$ cat src/cce_expander.sv
`timescale 1ns/1ns

// ****************************************
// Shared constants
// ****************************************
package cce_pkg;
  // Widths and buffer depth
  localparam int CODE_W = 8;
  localparam int LEVEL_W = 14;
  localparam int FIFO_DEPTH = 16;

  // Word layout: sign, chord, step
  localparam int SIGN_BIT = 7;
  localparam int CHORD_MSB = 6;
  localparam int CHORD_LSB = 4;
  localparam int STEP_MSB = 3;
  localparam int STEP_LSB = 0;

  // Mu-law chord bias in half units (16 steps times two)
  localparam logic [LEVEL_W-1:0] MU_BIAS = 14'h0020;
  // A-law zero offset, one half unit
  localparam logic [LEVEL_W-1:0] ZERO_OFS = 14'h0001;

  // Values after reset: mu-law, decode, level zero
  localparam logic SYNC_RST = 1'b0;
  localparam logic [LEVEL_W-1:0] LEVEL_RST = 14'h0000;
endpackage

module cce_expander (
  // Clock and reset
  input wire logic i_clk,
  input wire logic i_arst_n,
  // Mode pins, asynchronous
  input wire logic i_alaw_sel,
  input wire logic i_encode_sel,
  // Code word stream in
  input wire logic [cce_pkg::CODE_W-1:0] i_code,
  input wire logic i_code_valid,
  output logic o_code_ready,
  // Linear level stream out, half-unit steps
  output logic signed [cce_pkg::LEVEL_W-1:0] o_level,
  output logic o_level_valid,
  input wire logic i_level_ready
);
  import cce_pkg::*;

  // ****************************************
  // Data path summary
  // ****************************************
  // Words pass a sixteen-word buffer, then one register stage
  // Expansion is done as a word leaves the buffer
  // Mode pins act on the word leaving, not the word entering
  // Limitation: queued words take a mode change made after them
  // Levels are in half units, so every half-step is a whole count
  // Trade-off: one extra bit of width buys exact half-steps
  // A half-unit zero offset on the magnitude keeps the two A-law zeros apart
  // Mu-law zeros both give level zero in decode mode
  // Encode adds the chord's half-step, decode adds nothing
  // No software access; modes come only from the two pins

  // ****************************************
  // Expansion arithmetic
  // ****************************************
  // Result is in half units so the half-steps stay exact
  // Widest mu level plus half-step still fits the width
  function automatic logic signed [LEVEL_W-1:0] cce_expand(
    input logic [CODE_W-1:0] code,
    input logic alaw,
    input logic enc
  );
    logic [2:0] chord;
    logic [3:0] step;
    logic [LEVEL_W-1:0] base;
    logic [LEVEL_W-1:0] mag;
    logic [LEVEL_W-1:0] half;
    chord = code[CHORD_MSB:CHORD_LSB];
    step = code[STEP_MSB:STEP_LSB];
    // sixteen steps above an implied one
    // The implied one marks where each chord starts
    base = {{(LEVEL_W-5){1'b0}}, 1'b1, step};
    if (!alaw) begin
      // Bias takes off chord 0's implied one, so zero is zero
      // Half-step doubles with the chord, as the step does
      // step doubles each chord
      mag = (base << (4'(chord) + 4'd1)) - MU_BIAS;
      half = 14'h0001 << chord;
    end else if (chord == 3'd0) begin
      // Chord 0 has no implied one and starts at zero
      // chord 0 same step as chord 1
      mag = {{(LEVEL_W-5){1'b0}}, step, 1'b0};
      half = 14'h0001;
    end else begin
      // Chord c starts at sixteen shifted up by c
      // doubling from chord 2 upward
      mag = base << chord;
      half = 14'h0001 << (chord - 3'd1);
    end
    // zero offset keeps both zeros apart
    if (alaw) begin
      mag = mag + ZERO_OFS;
    end
    if (enc) begin
      mag = mag + half;
    end
    // Negation is exact: no magnitude reaches the signed limit
    // sign mirrors the magnitude
    if (code[SIGN_BIT]) begin
      return -$signed(mag);
    end
    return $signed(mag);
  endfunction

  // ****************************************
  // Mode pin synchronisers
  // ****************************************
  // Pins are not timed to i_clk, so they pass three stages
  // Cost: a pin change reaches the data path four edges late
  // Reset picks mu-law decode until the pins are adopted
  logic [2:0] alaw_sync_q;
  logic [2:0] enc_sync_q;
  logic alaw_q;
  logic enc_q;

  // Three stages; first stage feeds only the second
  always_ff @(posedge i_clk or negedge i_arst_n) begin
    if (!i_arst_n) begin
      alaw_sync_q <= {3{SYNC_RST}};
      enc_sync_q <= {3{SYNC_RST}};
    end else begin
      alaw_sync_q <= {alaw_sync_q[1:0], i_alaw_sel};
      enc_sync_q <= {enc_sync_q[1:0], i_encode_sel};
    end
  end

  // Accept a new mode only when stages two and three agree
  always_ff @(posedge i_clk or negedge i_arst_n) begin
    if (!i_arst_n) begin
      alaw_q <= SYNC_RST;
      enc_q <= SYNC_RST;
    end else begin
      if (alaw_sync_q[1] == alaw_sync_q[2]) begin
        alaw_q <= alaw_sync_q[2];
      end
      if (enc_sync_q[1] == enc_sync_q[2]) begin
        enc_q <= enc_sync_q[2];
      end
    end
  end

  // ****************************************
  // Code buffer
  // ****************************************
  // Sixteen words ride out a stalled sink without a loss
  // Ready falls only when the buffer itself is full
  // Drain side ready comes from the output stage below
  logic [CODE_W-1:0] fifo_code;
  logic fifo_valid;
  logic fifo_ready;
  logic level_valid_q;
  logic signed [LEVEL_W-1:0] level_q;
  logic signed [LEVEL_W-1:0] level_d;

  // Output stage takes a word when empty or being drained
  assign fifo_ready = !level_valid_q || i_level_ready;

  cce_fifo #(
    .WIDTH(CODE_W),
    .DEPTH(FIFO_DEPTH)
  ) u_fifo (
    .i_clk(i_clk),
    .i_arst_n(i_arst_n),
    .i_in_data(i_code),
    .i_in_valid(i_code_valid),
    .o_in_ready(o_code_ready),
    .o_out_data(fifo_code),
    .o_out_valid(fifo_valid),
    .i_out_ready(fifo_ready)
  );

  // ****************************************
  // Output stage
  // ****************************************
  // Next level from the word at the head of the buffer
  always_comb begin
    level_d = cce_expand(fifo_code, alaw_q, enc_q);
  end

  // Mode is sampled when the word leaves the buffer
  always_ff @(posedge i_clk or negedge i_arst_n) begin
    if (!i_arst_n) begin
      level_q <= LEVEL_RST;
    end else if (fifo_valid && fifo_ready) begin
      level_q <= level_d; // One stage keeps the output path short
    end
  end

  // Valid holds until the sink takes the level
  // It drops only when the level was taken and none waits
  always_ff @(posedge i_clk or negedge i_arst_n) begin
    if (!i_arst_n) begin
      level_valid_q <= 1'b0;
    end else if (fifo_ready) begin
      level_valid_q <= fifo_valid;
    end
  end

  // Both ports come straight from registers
  assign o_level = level_q;
  assign o_level_valid = level_valid_q;

endmodule // cce_expander

$ cat src/cce_fifo.sv
`timescale 1ns/1ns

// Plain synchronous FIFO; DEPTH must be a power of two
module cce_fifo #(
  parameter int WIDTH = 8,
  parameter int DEPTH = 16
) (
  // Clock and reset
  input wire logic i_clk,
  input wire logic i_arst_n,
  // Fill side
  input wire logic [WIDTH-1:0] i_in_data,
  input wire logic i_in_valid,
  output logic o_in_ready,
  // Drain side
  output logic [WIDTH-1:0] o_out_data,
  output logic o_out_valid,
  input wire logic i_out_ready
);

  localparam int AW = $clog2(DEPTH);

  logic [WIDTH-1:0] mem_q [DEPTH];
  logic [AW:0] wr_ptr_q;
  logic [AW:0] rd_ptr_q;
  logic full;
  logic empty;
  logic push;
  logic pop;

  // Extra pointer bit tells full from empty
  assign full = (wr_ptr_q[AW] != rd_ptr_q[AW]) &&
                (wr_ptr_q[AW-1:0] == rd_ptr_q[AW-1:0]);
  assign empty = (wr_ptr_q == rd_ptr_q);
  assign push = i_in_valid && !full;
  assign pop = i_out_ready && !empty;
  assign o_in_ready = !full;
  assign o_out_valid = !empty;
  assign o_out_data = mem_q[rd_ptr_q[AW-1:0]];

  // Storage, no reset needed on data
  always_ff @(posedge i_clk) begin
    if (push) begin
      mem_q[wr_ptr_q[AW-1:0]] <= i_in_data;
    end
  end

  // Write pointer
  always_ff @(posedge i_clk or negedge i_arst_n) begin
    if (!i_arst_n) begin
      wr_ptr_q <= '0;
    end else if (push) begin
      wr_ptr_q <= wr_ptr_q + (AW+1)'(1);
    end
  end

  // Read pointer
  always_ff @(posedge i_clk or negedge i_arst_n) begin
    if (!i_arst_n) begin
      rd_ptr_q <= '0;
    end else if (pop) begin
      rd_ptr_q <= rd_ptr_q + (AW+1)'(1);
    end
  end

endmodule // cce_fifo

$ cat config.mk
export PLATFORM = sky130hd
export DESIGN_NAME = cce_expander
export DESIGN_NICKNAME = d
export VERILOG_FILES = /design/src/cce_expander.sv /design/src/cce_fifo.sv
export SDC_FILE = /design/constraint.sdc
export NUM_CORES = 1
export LEC_CHECK = 0
export ABC_AREA = 0
export BUFFER_PORTS_ARGS = -buffer_cell sky130_fd_sc_hd__buf_2
export CORE_MARGIN = 8
export CORE_UTILIZATION = 65
export CTS_CLUSTER_SIZE = 28
export DETAILED_ROUTE_END_ITERATION = 16
export PLACE_DENSITY = 0.83
export SYNTH_ARGS = -nofsm -noshare
export SYNTH_HDL_FRONTEND = slang
export SYNTH_HIERARCHICAL = 1
export SYNTH_SLANG_ARGS = --single-unit
$ cat constraint.sdc
create_clock -name i_clk -period 11.34 [get_ports i_clk]
set_clock_uncertainty 0.15 [all_clocks]
set_input_delay 1.134 -clock i_clk [delete_from_list [all_inputs] [get_ports i_clk]]
set_output_delay 1.134 -clock i_clk [all_outputs]
set_load 0.05 [all_outputs]
==> results.yml <==
status:
  status: "finished clean"
finish:
  finalNetCount: 781
  final_core_util_pct: 71.23
  nFillCells: 894
  num_antenna_cells: 0
  drive_gt1_share_pct: 16.27
  multi_input_area_um2: 3991
  area_growth_pct: 8.563
  regArea_um2: 4671
global_route:
  grt_pass1_vias: 6372
  grt_start_max_net_pins: 37
  antenna_found_initial: 0
  grt_pass1_wl_um: 35330
  grt-ovfl-total: 0
  groute.usage.overall_pct: 25.61
logic_synthesis:
  synth_area_leaders: "edfxtp_1 43%, dfrtp_1 9.2%, mux4_2 5.5%"
  synth_most_common_cell: "edfxtp_1"
  yosys_warnings: 6
  syn_nets: 769
  synth-edff-count: 128
  synth_top_area_share_pct: 42.70
  synth_area_per_cell_um2: 12.42
  synth-seq-cells: 161
  syn_inst: 725
  ys_seq_area_share_pct: 51.88
  synth.top_cells.by_count: "128 x edfxtp_1, 63 x nand2_1, 48 x nor2_1"
  syn_area_um2: 9001
  synth_top_cell_by_area: "edfxtp_1"
  synth_cell_types: 90
  synth_ff_type: "edfxtp_1"
  async_flop_share_pct: 20.50
detailed_routing:
  drcViolationCount: 0
  vias: 6446
  drt-pass1-iter-count: 6
  wirelength_um: 22540
  viasPerCell: 6.931
  final_antenna_net_count: 0
  wl_per_cell_um: 24.24
  drtIter0Drc: 705
timing:
  hold_viol: 0
  period_share_pct: 69.43
  fmax_mhz: 127.0
  setup_viol_count_final: 0
  report.final.slew_viol_count: 0
  worstMarginPinSlew_ns: 0.9838
  min_period_ns: 7.874
  fin_tns_setup_ns: 0
  maxSlewHeadroom_pct: 34.17
  grt_setup_unrepaired: "false"
worst_setup_path:
  start_kind: "register"
  arrival_ns: 8.08
  crit_required_ns: 11.55
  crit_type: "register to register"
  setup.worst_path.end_class: "register"
  crit_fanout: 32
  r2r_slack_ns: 3.47
clock_network:
  postCtsHoldBufs: 0
  cts_made_buffers: 17
  cts_tree: "done"
  h-tree-depth: 4
  postCtsSetupRepairBufs: 0
  cts-resized-gates: 0
  clock-sinks: 161
  root_buffer: "clkbuf_16"
  clk_latency_ns: 0.42
  clock_path_buffers: 2
  path_clk_slew_ns: 0.07
die:
  die_y_um: 133.7
  die_width_um: 133.7
  rows: 43
  core_um2: 13720
  fp.dieArea_um2: 17870
  initial_core_util_pct: 65.61
  ios: 30
placement:
  dp_hpwl_um: 14550
  place.port_buffers: 29
  place_congestion: 0.9576
min_path:
  worstHoldPathType: "register to register"
run:
  drv_cap: 0
-- cells by family (layout without fill, tap and decap cells) --
family	count (synthesis)	after routing	synth area share, %
fa+ha+maj	32	32	4.476
xor+xnor	30	30	2.919
compound gates	168	168	13.85
mux	50	50	10.52
buf+inv	64	89	3.781
flops	161	161	51.88
simple gates	220	220	12.58
-- cell type report --
class                   count  area share (%)
well taps                 180           2.305
clock inverters            15           1.869
repair buffers             36           2.023
multi-input cells         500           40.85
flip-flops and latches    161           47.80
clock buffers              17           4.353
inverters                  21          0.8067
-- per-layer routing --
metal / track usage, % / routed length, um / up-vias
met5: 0 / 0 / -
met1: 30.67 / 8728 / 3171
met4: 11.29 / 842 / 0
met2: 44.07 / 11540 / 380
li1: - / - / 2826
met3: 4.932 / 1436 / 69
-- path summary, 6_finish.rpt --
path	from	to	depth (start not counted)
min in group asynchronous	i_arst_n	o_level[8]	1
max reg2reg	u_fifo/rd_ptr_q[1]	o_level[13]	26
max in group asynchronous	i_arst_n	u_fifo/rd_ptr_q[1]	1
min	enc_sync_q[0]	enc_sync_q[1]	0
max	u_fifo/rd_ptr_q[1]	o_level[13]	26
min reg2reg	enc_sync_q[0]	enc_sync_q[1]	0
-- metrics by stage --
| step | cells | hold slack (ns) | area, um2 | worst slack (ns) |
|---|---|---|---|---|
| 3_3_place_gp | 898 | 0.1911 | 9164 | 3.931 |
| 4_1_cts | 930 | 0.2340 | 9772 | 3.546 |
| 2_1_floorplan | 725 | 0.1812 | 9001 | 4.917 |
| 3_5_place_dp | 898 | 0.1925 | 9164 | 3.677 |
| 5_1_grt | 930 | 0.2372 | 9772 | 2.998 |
| 6_report | 930 | 0.2384 | 9772 | 3.466 |
-- placed cells by master (no fill, tap or decap), drive strengths merged, types with 6 or more instances in the layout --
cell type,netlist,routed
a211oi,7,7
a21o,6,6
a21oi,17,17
a22oi,18,18
and2,9,9
and3,8,8
buf,33,36
clkbuf,10,17
clkinv,1,7
dfrtp,33,33
edfxtp,128,128
ha,29,29
inv,20,24
mux2,7,7
mux2i,11,11
mux4,32,32
nand2,63,63
nand2b,12,12
nand3,15,15
nand4,8,8
nor2,48,48
nor2b,13,13
nor3,11,11
nor4,9,9
o211ai,15,15
o21ai,43,43
or2,6,6
xnor2,23,23
xor2,7,7
-- flip-flops by register name, indices dropped and copies added (netlist names) --
signal,cells
u_fifo/rd_ptr_q,5
o_level,14
alaw_q,1
o_level_valid,1
u_fifo/mem_q,128
enc_q,1
u_fifo/wr_ptr_q,5
alaw_sync_q,3
enc_sync_q,3
-- critical path, cell delays in order, from the launching register on --
cell and delay [ns]:
dfrtp_2 0.65, buf_4 0.46, mux4_1 0.60, a22oi_1 0.27, nand2_1 0.11, buf_4 0.25, inv_1 0.36, ha_1 0.24
ha_1 0.58, nand2b_1 0.30, o31ai_1 0.13, or2_2 0.30, ha_1 0.20, inv_1 0.15, nand4_1 0.10, a32o_1 0.29
ha_1 0.34, nor2b_1 0.22, o31a_1 0.18, o31a_1 0.14, o21ai_0 0.09, a21oi_1 0.40, o211ai_1 0.20, nor4_1 0.38
a211oi_1 0.13, a2111o_1 0.45, nand3_1 0.09
Power is left out: the tool's default activity adds up to more than one toggle a clock period on the data nets, which glitch-free logic cannot reach.
